File: src/hw/seq_ext_regs.vh
// Constants for the sequencer external interface: offsets, layouts, timing.
// Assumes a 40 MHz ref_clk and a byte-addressed word register port.
`ifndef SEQ_EXT_REGS_VH
`define SEQ_EXT_REGS_VH

// Register byte addresses
`define ADDR_PRESET 8'h00
`define ADDR_STATUS 8'h04
`define ADDR_MASTER 8'h08
`define ADDR_SEQ 8'h0c
`define ADDR_LASTQC 8'h10
`define ADDR_W 8

// Reset values
`define PRESET_RST 26'h0000000

// Counter widths (stages)
`define MT_W 26
`define ST_W 18

// Quantitative command word layout
`define QC_W 13
`define TAG_MSB 7
`define DEST_MSB 10
`define DEST_LSB 8
`define BURN_BIT 11
`define DEST_SEQ 3'h7
`define SLOTS 4
`define NDEST 7

// Status register bit positions
`define ST_SCAN 0
`define ST_ENABLED 1
`define ST_BURNARM 2
`define ST_SEPINH 3
`define ST_CNTINH 4
`define ST_SUPINH 5
`define ST_SEQRUN 6

// Timing
`define CLK_HZ 40000000
`define CLOSE_MS 200
// 200 ms at 40 MHz, sized to the closure counter
`define CLOSE_CYC 23'd8000000
`define CLOSE_CW 23
// Oscillator step: 2^32 * 153600 / 40e6, truncated
`define NCO_INC 32'h00fba882
// 153600 oscillator cycles per second
`define CHAIN_LAST 18'h257ff
`define CHAIN_HALF 18'h12c00

`endif

File: src/hw/closure_pulse.v
// Fixed-length closure driver: one fire pulse gives one closure.
// Assumes fire is a one-cycle pulse on ref_clk; a new fire restarts it.
`timescale 1ns/1ps
`default_nettype none
`include "seq_ext_regs.vh"

module closure_pulse #(
    parameter [`CLOSE_CW-1:0] CYCLES = `CLOSE_CYC
) (
    input wire ref_clk, // System clock
    input wire arst_n, // Async reset, active low
    input wire fire, // Start a closure
    output reg close // Closure active
);

reg [`CLOSE_CW-1:0] cnt_reg;

// Close for exactly CYCLES cycles, then open
always @(posedge ref_clk or negedge arst_n) begin
    if (!arst_n) begin
        cnt_reg <= {`CLOSE_CW{1'b0}};
        close <= 1'b0;
    end else if (fire) begin
        cnt_reg <= CYCLES - 1'b1;
        close <= 1'b1;
    end else if (cnt_reg != {`CLOSE_CW{1'b0}}) begin
        cnt_reg <= cnt_reg - 1'b1;
    end else begin
        close <= 1'b0;
    end
end

endmodule
`default_nettype wire

File: src/hw/sequencer_external_interface.v
// External interface of the control and sequencer unit: pins to and from
// ground launch equipment, command receiver and subsystems.
// Assumes all pin inputs are asynchronous; the register port is on ref_clk.
//
// Chosen here: the register offsets and strobed register access.
`timescale 1ns/1ps
`default_nettype none
`include "seq_ext_regs.vh"

module sequencer_external_interface #(
    parameter [`CLOSE_CW-1:0] CLOSE_CYCLES = `CLOSE_CYC
) (
    input wire ref_clk, // 40 MHz clock
    input wire arst_n, // Async reset, active low
    input wire [`ADDR_W-1:0] regAddr, // Register byte address
    input wire [31:0] regWrData, // Register write data
    input wire regWr, // Write strobe
    input wire regRd, // Read strobe
    output reg [31:0] regRdData, // Read data, cycle after strobe
    input wire countInhibitPin, // Ground: high freezes second counting of the main counter only; update pulses still count
    input wire presetPin, // Ground: preset pulse
    input wire updatePin, // Ground: update pulse train
    input wire supplyInhibitPin, // Ground: supply output inhibit
    input wire dcEnablePin, // Receiver: enable outputs
    input wire dcInhibitPin, // Receiver: inhibit outputs
    input wire dcScanPin, // Receiver: select memory scan
    input wire dcErasePin, // Receiver: erase invalid words
    input wire dcBurnPin, // Receiver: enable engine burn
    input wire qcStrobePin, // Receiver: quantitative word strobe
    input wire [`QC_W-1:0] qcWordPin, // Receiver: quantitative word
    input wire sepInhibitPin, // Separation connector inhibit
    output reg [`QC_W-1:0] qcFwdWord, // Word forwarded to ground
    output reg qcFwdStrobe, // Forward strobe, one cycle
    output wire [`NDEST-1:0] cmdClose, // Discrete command closures
    output wire eventClose, // Event indication closure
    output reg sq1pps, // 1 pps square wave
    output reg sq38k4, // 38.4 kc square wave
    output reg sq153k6, // 153.6 kc square wave
    output reg scanModeStat, // High in memory scan mode
    output reg outEnabledStat, // High while outputs enabled
    output reg supplyOff, // Supply output inhibit
    output reg [`MT_W-1:0] masterStages, // Main counter stages
    output reg [`ST_W-1:0] seqStages // Interval counter stages
);

// Mode state machine, one-hot
localparam [1:0] MODE_UPDATE = 2'b01;
localparam [1:0] MODE_SCAN = 2'b10;
localparam NPIN = 11;

reg [NPIN-1:0] syncA_reg;
reg [NPIN-1:0] syncB_reg;
reg [NPIN-1:0] syncC_reg;
reg [`QC_W-1:0] wordA_reg;
reg [`QC_W-1:0] wordB_reg;
wire [NPIN-1:0] pinsIn;
wire [NPIN-1:0] rise;
wire countInh;
wire presetEv;
wire updateEv;
wire enableEv;
wire inhibitEv;
wire scanEv;
wire eraseEv;
wire burnEv;
wire qcEv;
wire sepInh;
wire supInh;

reg [31:0] nco_reg;
reg ncoMsb_reg;
reg [17:0] chain_reg;
reg secTick_reg;
reg [`MT_W-1:0] preset_reg;
reg [1:0] mode_reg;
reg [1:0] mode_next;
reg enabled_reg;
reg burnArm_reg;
reg seqRun_reg;
reg [`QC_W-1:0] slot_reg [0:`SLOTS-1];
reg [`SLOTS-1:0] valid_reg;
reg [`SLOTS-1:0] valid_next;
reg [1:0] scanPtr_reg;
reg [`QC_W-1:0] lastQc_reg;
reg [`NDEST-1:0] fire_reg;
reg eventFire_reg;
reg [1:0] freeIdx;
reg freeAny;
reg [`QC_W-1:0] curWord;
reg hit;
reg allowed;
reg isBurn;
integer i;

assign pinsIn = {sepInhibitPin, qcStrobePin, dcBurnPin, dcErasePin, dcScanPin,
    dcInhibitPin, dcEnablePin, supplyInhibitPin, updatePin, presetPin,
    countInhibitPin};

// Two-stage synchronisers, third stage only for edge detection
always @(posedge ref_clk or negedge arst_n) begin
    if (!arst_n) begin
        syncA_reg <= {NPIN{1'b0}};
        syncB_reg <= {NPIN{1'b0}};
        syncC_reg <= {NPIN{1'b0}};
        wordA_reg <= {`QC_W{1'b0}};
        wordB_reg <= {`QC_W{1'b0}};
    end else begin
        syncA_reg <= pinsIn;
        syncB_reg <= syncA_reg;
        syncC_reg <= syncB_reg;
        wordA_reg <= qcWordPin;
        wordB_reg <= wordA_reg;
    end
end

// Pulses act on their rising edge, levels are used directly
assign rise = syncB_reg & ~syncC_reg;
assign countInh = syncB_reg[0];
assign presetEv = rise[1];
assign updateEv = rise[2];
assign supInh = syncB_reg[3];
assign enableEv = rise[4];
assign inhibitEv = rise[5];
assign scanEv = rise[6];
assign eraseEv = rise[7];
assign burnEv = rise[8];
assign qcEv = rise[9];
assign sepInh = syncB_reg[10];

// Common oscillator: accumulator MSB runs at 153.6 kc
// Fractional step keeps the long-term rate exact to within truncation
always @(posedge ref_clk or negedge arst_n) begin
    if (!arst_n) begin
        nco_reg <= 32'h00000000;
        ncoMsb_reg <= 1'b0;
        chain_reg <= 18'h00000;
        secTick_reg <= 1'b0;
    end else begin
        secTick_reg <= 1'b0;
        if (presetEv) begin
            nco_reg <= 32'h00000000;
            ncoMsb_reg <= 1'b0;
            chain_reg <= 18'h00000;
        end else begin
            nco_reg <= nco_reg + `NCO_INC;
            ncoMsb_reg <= nco_reg[31];
            if (nco_reg[31] && !ncoMsb_reg) begin
                if (chain_reg == `CHAIN_LAST) begin
                    chain_reg <= 18'h00000;
                    secTick_reg <= 1'b1;
                end else begin
                    chain_reg <= chain_reg + 18'h00001;
                end
            end
        end
    end
end

// Square-wave outputs, all derived from the common oscillator
always @(posedge ref_clk or negedge arst_n) begin
    if (!arst_n) begin
        sq153k6 <= 1'b0;
        sq38k4 <= 1'b0;
        sq1pps <= 1'b0;
    end else begin
        sq153k6 <= nco_reg[31];
        sq38k4 <= chain_reg[1];
        sq1pps <= (chain_reg < `CHAIN_HALF);
    end
end

// Main time counter and event interval counter
always @(posedge ref_clk or negedge arst_n) begin
    if (!arst_n) begin
        masterStages <= {`MT_W{1'b0}};
        seqStages <= {`ST_W{1'b0}};
        seqRun_reg <= 1'b0;
    end else begin
        if (presetEv) begin
            masterStages <= preset_reg;
        end else if (updateEv && secTick_reg && !countInh) begin
            masterStages <= masterStages + 26'h0000002;
        end else if (updateEv) begin
            masterStages <= masterStages + 26'h0000001;
        end else if (secTick_reg && !countInh) begin
            masterStages <= masterStages + 26'h0000001;
        end
        if (presetEv) begin
            seqStages <= {`ST_W{1'b0}};
            seqRun_reg <= 1'b0;
        end else begin
            if (hit && allowed && curWord[`DEST_MSB:`DEST_LSB] == `DEST_SEQ) begin
                seqRun_reg <= 1'b1;
                seqStages <= {`ST_W{1'b0}};
            end else if (seqRun_reg && secTick_reg) begin
                seqStages <= seqStages + 18'h00001;
            end
        end
    end
end

// Scan selection and store lookup
always @* begin
    freeAny = 1'b0;
    freeIdx = 2'h0;
    for (i = `SLOTS - 1; i >= 0; i = i - 1) begin
        if (!valid_reg[i]) begin
            freeAny = 1'b1;
            freeIdx = i[1:0];
        end
    end
    curWord = slot_reg[scanPtr_reg];
    isBurn = curWord[`BURN_BIT];
    hit = (mode_reg == MODE_SCAN) && valid_reg[scanPtr_reg]
        && (curWord[`TAG_MSB:0] == masterStages[`TAG_MSB:0]);
    // Only burns wait on the arm; others go out regardless
    allowed = enabled_reg && !sepInh && (!isBurn || burnArm_reg);
end

// Mode transitions
always @* begin
    case (mode_reg)
        MODE_UPDATE: begin
            if (scanEv) begin
                mode_next = MODE_SCAN;
            end else begin
                mode_next = MODE_UPDATE;
            end
        end
        MODE_SCAN: begin
            if (qcEv && !scanEv) begin
                mode_next = MODE_UPDATE;
            end else begin
                mode_next = MODE_SCAN;
            end
        end
        default: begin
            mode_next = MODE_UPDATE;
        end
    endcase
end

// Slot validity: erase, store and execute in one pass
always @* begin
    valid_next = valid_reg;
    if (eraseEv) begin
        for (i = 0; i < `SLOTS; i = i + 1) begin
            if (^slot_reg[i]) begin
                valid_next[i] = 1'b0;
            end
        end
    end
    if (hit) begin
        valid_next[scanPtr_reg] = 1'b0;
    end
    // A store lands on a free slot, never the hit one; it comes after the erase clears, so it wins
    if (qcEv && freeAny) begin
        valid_next[freeIdx] = 1'b1;
    end
end

// Store, forward and state flags
always @(posedge ref_clk or negedge arst_n) begin
    if (!arst_n) begin
        mode_reg <= MODE_UPDATE;
        enabled_reg <= 1'b0;
        burnArm_reg <= 1'b0;
        valid_reg <= {`SLOTS{1'b0}};
        scanPtr_reg <= 2'h0;
        lastQc_reg <= {`QC_W{1'b0}};
        qcFwdWord <= {`QC_W{1'b0}};
        qcFwdStrobe <= 1'b0;
        for (i = 0; i < `SLOTS; i = i + 1) begin
            slot_reg[i] <= {`QC_W{1'b0}};
        end
    end else begin
        mode_reg <= mode_next;
        valid_reg <= valid_next;
        scanPtr_reg <= scanPtr_reg + 2'h1;
        qcFwdStrobe <= qcEv;
        if (qcEv) begin
            qcFwdWord <= wordB_reg;
            lastQc_reg <= wordB_reg;
            if (freeAny) begin
                slot_reg[freeIdx] <= wordB_reg;
            end
        end
        if (enableEv) begin
            enabled_reg <= 1'b1;
        end else if (inhibitEv) begin
            enabled_reg <= 1'b0;
        end
        // Arm set wins over its consumption in the same cycle
        if (burnEv) begin
            burnArm_reg <= 1'b1;
        end else if (hit && allowed && isBurn) begin
            burnArm_reg <= 1'b0;
        end
    end
end

// Fire requests toward the closure drivers
always @(posedge ref_clk or negedge arst_n) begin
    if (!arst_n) begin
        fire_reg <= {`NDEST{1'b0}};
        eventFire_reg <= 1'b0;
    end else begin
        fire_reg <= {`NDEST{1'b0}};
        eventFire_reg <= 1'b0;
        if (hit && allowed) begin
            eventFire_reg <= 1'b1;
            if (curWord[`DEST_MSB:`DEST_LSB] != `DEST_SEQ) begin
                fire_reg[curWord[`DEST_MSB:`DEST_LSB]] <= 1'b1;
            end
        end
    end
end

// One closure driver per destination
genvar g;
generate
    for (g = 0; g < `NDEST; g = g + 1) begin : gDest
        closure_pulse #(
            .CYCLES(CLOSE_CYCLES)
        ) uClose (
            .ref_clk(ref_clk),
            .arst_n(arst_n),
            .fire(fire_reg[g]),
            .close(cmdClose[g])
        );
    end
endgenerate

// Event indication closure
closure_pulse #(
    .CYCLES(CLOSE_CYCLES)
) uEvent (
    .ref_clk(ref_clk),
    .arst_n(arst_n),
    .fire(eventFire_reg),
    .close(eventClose)
);

// Steady status lines
always @(posedge ref_clk or negedge arst_n) begin
    if (!arst_n) begin
        scanModeStat <= 1'b0;
        outEnabledStat <= 1'b0;
        supplyOff <= 1'b0;
    end else begin
        scanModeStat <= (mode_reg == MODE_SCAN);
        outEnabledStat <= enabled_reg;
        supplyOff <= supInh;
    end
end

// Register port: preset write, reads of state
always @(posedge ref_clk or negedge arst_n) begin
    if (!arst_n) begin
        preset_reg <= `PRESET_RST;
        regRdData <= 32'h00000000;
    end else begin
        regRdData <= 32'h00000000;
        if (regWr && regAddr == `ADDR_PRESET) begin
            preset_reg <= regWrData[`MT_W-1:0];
        end
        if (regRd) begin
            case (regAddr)
                `ADDR_PRESET: begin
                    regRdData <= {6'h00, preset_reg};
                end
                `ADDR_STATUS: begin
                    regRdData <= {25'h0000000, seqRun_reg, supInh, countInh,
                        sepInh, burnArm_reg, enabled_reg, mode_reg == MODE_SCAN};
                end
                `ADDR_MASTER: begin
                    regRdData <= {6'h00, masterStages};
                end
                `ADDR_SEQ: begin
                    regRdData <= {14'h0000, seqStages};
                end
                `ADDR_LASTQC: begin
                    regRdData <= {19'h00000, lastQc_reg};
                end
                default: begin
                    regRdData <= 32'h00000000;
                end
            endcase
        end
    end
end

endmodule
`default_nettype wire

File: config.mk
export PLATFORM = sky130hd
export DESIGN_NAME = sequencer_external_interface
export DESIGN_NICKNAME = d
export VERILOG_FILES = /design/src/hw/closure_pulse.v /design/src/hw/sequencer_external_interface.v
export VERILOG_INCLUDE_DIRS = /design/src /design/src/hw
export SDC_FILE = /design/constraint.sdc
export NUM_CORES = 1
export LEC_CHECK = 0
export ABC_AREA = 1
export BUFFER_PORTS_ARGS = -buffer_cell sky130_fd_sc_hd__clkbuf_2
export CORE_MARGIN = 5
export CORE_UTILIZATION = 25
export CTS_CLUSTER_SIZE = 16
export DETAILED_ROUTE_END_ITERATION = 6
export SLEW_MARGIN = 10
export SYNTH_ARGS = -nofsm -noshare
export SYNTH_HDL_FRONTEND = slang
export SYNTH_SLANG_ARGS = --single-unit
export TNS_END_PERCENT = 100
File: constraint.sdc
create_clock -name ref_clk -period 2.55 [get_ports ref_clk]
set_clock_uncertainty 0.2 [all_clocks]
set_input_delay 0.51 -clock ref_clk [delete_from_list [all_inputs] [get_ports ref_clk]]
set_output_delay 0.51 -clock ref_clk [all_outputs]
set_load 0.05 [all_outputs]
## After elaboration in Yosys (flattened, before gate mapping)

Index checks and enable logic that the tools add are counted.

- Add/sub/neg operators: 14
- $lt $le $gt $ge: 10
- Equality and inequality tests: 18
- Multiplexer cells: 90
- Bitwise gates (word level): 7
- Reduce and logical (&&, ||, !) cells: 53

Operators with widths:

| kind | count |
|---|---|
| 23-bit 2-to-1 mux | 16 |
| 23-bit nonzero test | 8 |
| 23-bit by 1-bit subtractor with 23-bit output, second input constant | 8 |
| 26-bit 2-to-1 mux | 5 |
| 26-bit case mux with 5 select lines | 1 |
| 18-bit 2-to-1 mux | 6 |
| 52-bit bitwise mux | 1 |
| 13-bit parity | 4 |
| 1-bit 2-to-1 mux | 39 |
| 18-bit by 1-bit adder with 18-bit output, second input constant | 2 |
| 32-bit by 24-bit adder with 32-bit output, second input constant | 1 |
| 32-bit 2-to-1 mux | 1 |
| 26-bit by 1-bit adder with 26-bit output, second input constant | 1 |
| 26-bit by 2-bit adder with 26-bit output, second input constant | 1 |
| 13-bit binary-select mux with 2-bit select | 1 |
| 13-bit demux with 2-bit select | 1 |
| 12-bit 2-to-1 mux | 2 |
| 2-bit nonzero test | 12 |
| 1-bit logical AND | 19 |
| 18-bit == test, second input constant | 1 |
| 18-bit by 17-bit < comparator with 1-bit output, second input constant | 1 |
| 8-bit by 4-bit == test with 1-bit output, second input constant | 2 |
| 2-bit inequality test, second input constant | 8 |
| 7-bit 2-to-1 mux | 2 |
| 33 further kinds | 49 |

- Register bits after elaboration: 495
- Bits of input ports: 68

## Logic depth before layout (Yosys ltp)

- Depth in word-level cells: 11
- Gate-level depth with buffers: 14
- Depth with buffers taken out: 13

## Modules after synthesis

A second synthesis with hierarchy kept.

- Cell total of the unflattened synthesis: 3319
- Area total of the unflattened synthesis: 26515.4 um2

Modules (own cells, without submodules):

| module | times used | cells each | area each (um2) | seq. area each (um2) |
|---|---|---|---|---|
| sequencer_external_interface | 1 | 1727 | 14353.8 | 7358.3 |
| closure_pulse | 8 | 199 | 1520.2 | 600.6 |

## Worst setup path before layout

Ideal clock, no wire load.

- Path type: register -> register
- Start point: register masterStages[13]
- End point: register masterStages[24]
- Setup time: 0.118 ns
- Arrival time: 1.912 ns
- Required time: 2.232 ns
- Setup slack: 0.320 ns
- Cell stages (with the launch flop): 11
- Path buffers: 0
- Clock period less this slack: 2.230 ns
- Cell sequence: dfrtp_1 inv_1 nor3_1 nand2_1 nor2_1 nand2_1 xor2_1 nand2_1 nand3_1 nand2_1 nand2_1

- Word-level cells in the longest chain between the ends: 5
- Elaborated cells on any way between the ends: 6
- Those cells by class: 2 x add/sub; 4 x mux

RTL lines:

| item | line | RTL |
|---|---|---|
| start: declaration | sequencer_external_interface.v:42 | `` output reg [`MT_W-1:0] masterStages, `` |
| start signal: assignment | sequencer_external_interface.v:175 | `` masterStages <= {`MT_W{1'b0}}; `` |
| start signal: assignment | sequencer_external_interface.v:180 | `masterStages <= preset_reg;` |
| start signal: assignment | sequencer_external_interface.v:182 | `masterStages <= masterStages + 26'h0000002;` |
| 26-bit by 1-bit adder with 26-bit output | sequencer_external_interface.v:184, sequencer_external_interface.v:186 |  |
| 26-bit 2-to-1 mux | sequencer_external_interface.v:185 | `end else if (secTick_reg && !countInh) begin` |
| 26-bit 2-to-1 mux | sequencer_external_interface.v:183 | `end else if (updateEv) begin` |
| 26-bit 2-to-1 mux (*) | sequencer_external_interface.v:181 | `end else if (updateEv && secTick_reg && !countInh) begin` |
| 26-bit 2-to-1 mux (*) | sequencer_external_interface.v:179 | `if (presetEv) begin` |

Every way passes the cells marked *; elsewhere a longest branch is shown, timed or not. The select of a mux whose other input is x is not followed.
A chain may end at the register's enable or synchronous reset.

## Worst setup path in the final report

- Start point: register scanPtr_reg[0]
- End point: register seqStages[17]

- Word-level cells in the longest chain between the ends: 11
- Elaborated cells on any way between the ends: 18
- Those cells by class: 2 x eq/ne; 7 x mux; 1 x bitwise; 8 x reduce/logical

RTL lines:

| item | line | RTL |
|---|---|---|
| start: declaration | sequencer_external_interface.v:83 | `reg [1:0] scanPtr_reg;` |
| start signal: assignment | sequencer_external_interface.v:279 | `scanPtr_reg <= scanPtr_reg + 2'h1;` |
| parallel branches: the longest is 8 deep, another holds 13-bit binary-select mux with 2-bit select | -- |  |
| 1-bit logical AND (no source line) (*) | -- |  |
| 18-bit 2-to-1 mux | sequencer_external_interface.v:192 | `` if (hit && allowed && curWord[`DEST_MSB:`DEST_LSB] == `DEST_SEQ) begin `` |
| 18-bit 2-to-1 mux | sequencer_external_interface.v:188 | `if (presetEv) begin` |
| end signal: assignment | sequencer_external_interface.v:189 | `` seqStages <= {`ST_W{1'b0}}; `` |
| end signal: assignment | sequencer_external_interface.v:194 | `` seqStages <= {`ST_W{1'b0}}; `` |
| end signal: assignment | sequencer_external_interface.v:196 | `seqStages <= seqStages + 18'h00001;` |
| end: declaration | sequencer_external_interface.v:43 | `` output reg [`ST_W-1:0] seqStages `` |

Every way passes the cells marked *. The select of a mux whose other input is x is not followed.

==> impl_metrics.yaml <==
clock_network:
  clock_latency_ns: 0.62
  clk_pin_slew_ns: 0.06
  cts_tree: "yes"
  clock_sink_count: 486
  h-tree-depth: 2
  cts-root-buf: "clkbuf_16"
  clockBufferDepth: 3
  cts_setup_buffers: 0
  cts_buffers: 57
timing:
  min_period_over_period_pct: 93.42
  max_freq_mhz: 419.8
  tightest_slew_ns: 0.6247
  slew_headroom_pct: 58.31
  maxSlewViolCount: 0
  setup_viol: 0
  period_needed_ns: 2.382
  tns_ns: 0
  rsz0062_at_grt: "false"
  finalHoldViolations: 0
synthesis:
  yosys.area.top_type: "dfrtp_1"
  ys_async_sr_fraction_pct: 100.0
  synth-seq-cells: 486
  yosysWarnings: 0
  syn_area_mm2: 0.02478
  synth_top_area_share_pct: 48.98
  synth_edf_count: 0
  syn_area_per_cell_um2: 7.819
  synthFlopType: "dfrtp_1"
  syn_inst: 3169
  synthTopCellsByArea: "dfrtp_1, nand2_1, nor2_1, inv_1, o21ai_0"
  synth.yosys.seq_area_share_pct: 49.09
  synth.distinct_cells: 53
critical_path:
  required_ns: 2.84
  rrSetupSlack_ns: 0.17
  crit_path_start_kind: "register"
  regToRegEndpoint: "seqStages[17]$_DFFE_PN0P_"
  reg2reg_from: "scanPtr_reg[0]$_DFF_PN0_"
  crit_chain: "inv_4 > nand2_1 > a32oi_1 > nand2_1 > nor2_1 > nand4_2 > nand2_4 > nor2_1"
  cp.arrival_ns: 2.67
  r2r_cells: 8
  crit_type: "register to register"
  path_max_fanout: 23
  crit_path_max_incr_delay_ns: 0.43
  crit_path_end_kind: "register"
  critPathSlowestCell: "dfrtp_1"
status:
  status: "finished, final reports clean"
layout:
  layout-drive-gt1-share_pct: 11.52
  nNetsFinal: 3549
  num_antenna_cells: 0
  synthToLayoutAreaGrowth_pct: 21.39
  largest_reg_flops: 161
detailed_routing:
  viasPerCell: 4.507
  drcViolationCount: 0
  wl_met1_mm: 30.04
  top_layer_used: "met4"
  drt-pass1-iter-count: 6
  ant_nets: 0
  met2_length_mm: 31.08
  route.met3.wl_mm: 4.036
  first_iter_violations: 1265
  totalWireLength_mm: 67.09
  vias: 21610
  routedWlPerCell_um: 13.99
global_route:
  grt_pass1_vias: 21270
  grtUsageTotal_pct: 12.48
  grt_overflow_total: 0
  grt_max_degree: 75
  antenna_found_initial: 0
  grt_pass1_wl_mm: 111.1
power:
  leakagePower_nw: 14.72
  p_total_w: 0.02967
  p_per_area_mw_per_mm2: 986.3
  vdd_drop_max_mv: 0.5723
placed_design:
  gp_congestion: 0.8963
  port_buffers: 159
  hpwlAfterDp_mm: 50.13
job:
  timing.max_cap.violations: 0
worst_hold_path:
  hold_path.class: "register to register"
  min_path_cells: 0
  hold_start: "wordA_reg[7]$_DFF_PN0_"
  hold_path_end: "wordB_reg[7]$_DFF_PN0_"
floorplan:
  core_mm2: 0.09842
  die_x_um: 324.8
  fp-row-count: 115
  ioPinCount: 172
  die_h_um: 324.8
  dieArea_mm2: 0.1055
  initial_core_util_pct: 25.18
## repair_timing
| action | CTS | global route |
|---|---|---|
| hold buffers | 52 | 0 |
| endpoints found under the hold margin | 324 | 0 |
| setup endpoints to repair | 0 | 24 |
| gates resized for setup | 0 | 3 |
## final cells by class
cell class                      count  area (um^2)
Tap cell                         1287         1610
Timing Repair Buffer              303         2130
Inverter                          423         1590
Fill cell                       10540        68340
Sequential cell                   486        12160
Clock inverter                     18        175.2
Multi-Input combinational cell   2191        10700
Clock buffer                       86         1715
## cell families (layout without fill, tap and decap cells)
group / after synthesis / after routing / share of synthesized area (%)
AND/OR/NAND/NOR: 1543 / 1543 / 26.28
XOR/XNOR: 117 / 117 / 4.136
buffers and inverters: 497 / 830 / 7.867
other: 1 / 6 / 0.01513
adder cells (fa/ha/maj): 19 / 19 / 0.9594
multiplexers: 19 / 19 / 0.8634
flip-flops: 486 / 486 / 49.09
AO/OA/AOI/OAI: 487 / 487 / 10.80
## cells in the final DEF, fill, tap and decap left out, types with 4 or more instances in the layout
cell type / n
a211oi_1: 4
a21o_1: 4
a21oi_1: 148
a31oi_1: 11
and3_1: 4
buf_12: 9
buf_4: 83
clkbuf_1: 11
clkbuf_16: 57
clkbuf_2: 158
clkbuf_8: 18
clkinv_2: 12
conb_1: 6
dfrtp_1: 485
dlygate4sd3_1: 52
ha_1: 19
inv_1: 419
mux2_2: 18
nand2_1: 676
nand3_1: 200
nand3b_1: 8
nand4_1: 50
nor2_1: 446
nor2_2: 10
nor3_1: 95
nor4_1: 24
o211ai_1: 23
o21a_1: 9
o21ai_0: 241
o21bai_1: 4
o221ai_1: 6
o22ai_1: 13
o31ai_1: 9
or2_2: 18
xnor2_1: 32
xor2_1: 85
## how the worst max path moves through the flow
stage                                            from                                endpoint  cells after the start
3_3_place_gp                               regAddr[0]              preset_reg[24]$_DFFE_PN0P_                     11
2_1_floorplan            masterStages[13]$_DFFE_PN0P_            masterStages[24]$_DFFE_PN0P_                     10
4_1_cts                      scanPtr_reg[0]$_DFF_PN0_               seqStages[15]$_DFFE_PN0P_                      8
6_report                     scanPtr_reg[0]$_DFF_PN0_               seqStages[17]$_DFFE_PN0P_                      8
5_1_grt        gDest[6].uClose.cnt_reg[0]$_DFFE_PN0P_  gDest[6].uClose.cnt_reg[8]$_DFFE_PN0P_                     13
3_5_place_dp                               regAddr[0]              preset_reg[24]$_DFFE_PN0P_                     11
## synthesized netlist by cell type, types with 4 or more instances
master	n
o211ai_1	23
nand4_1	50
o31ai_1	9
o21ai_0	241
o21bai_1	4
dfrtp_1	485
xor2_1	85
nor4_1	24
nand2_1	676
or2_2	18
clkbuf_1	47
a211oi_1	4
and3_1	4
o221ai_1	6
xnor2_1	32
nor2_2	10
buf_2	7
nand3_1	200
o21a_1	9
nand3b_1	8
o22ai_1	13
a21oi_1	148
a31oi_1	11
mux2_2	18
inv_1	420
nor3_1	95
a21o_1	4
buf_4	16
nor2_1	447
ha_1	19
## critical path, delay by kind of cell (launching register included)
kind | cells | cell delay, ns
simple gates | 6 | 1.04
compound gates | 1 | 0.33
flops | 1 | 0.43
buf+inv | 1 | 0.24
## report_power, final
part	switching [W]	internal, W
Combinational	0.00612	0.00351
Clock	0.00335	0.00474
Sequential	0.00212	0.00981
## through the flow
stage	util [%]	instances	worst slack [ns]	hold WS [ns]	area, um^2
2_1_floorplan	-	3174	0.3196	0.01441	24800
3_3_place_gp	28.11	4638	0.1237	0.1326	27660
3_5_place_dp	28.11	4638	0.06829	0.1347	27660
4_1_cts	30.56	4794	0.07645	0.1365	30070
5_1_grt	30.56	4794	0.01193	0.1411	30080
6_report	30.56	4794	0.1678	0.1386	30080
## per-layer routing
| layer | vias up | global-route usage [%] |
|---|---|---|
| met5 | - | 0 |
| met4 | 0 | 3.644 |
| met3 | 117 | 2.903 |
| met2 | 474 | 20.89 |
| met1 | 10190 | 16.17 |
| li1 | 10820 | - |
Power figures use the tool's default switching activity.
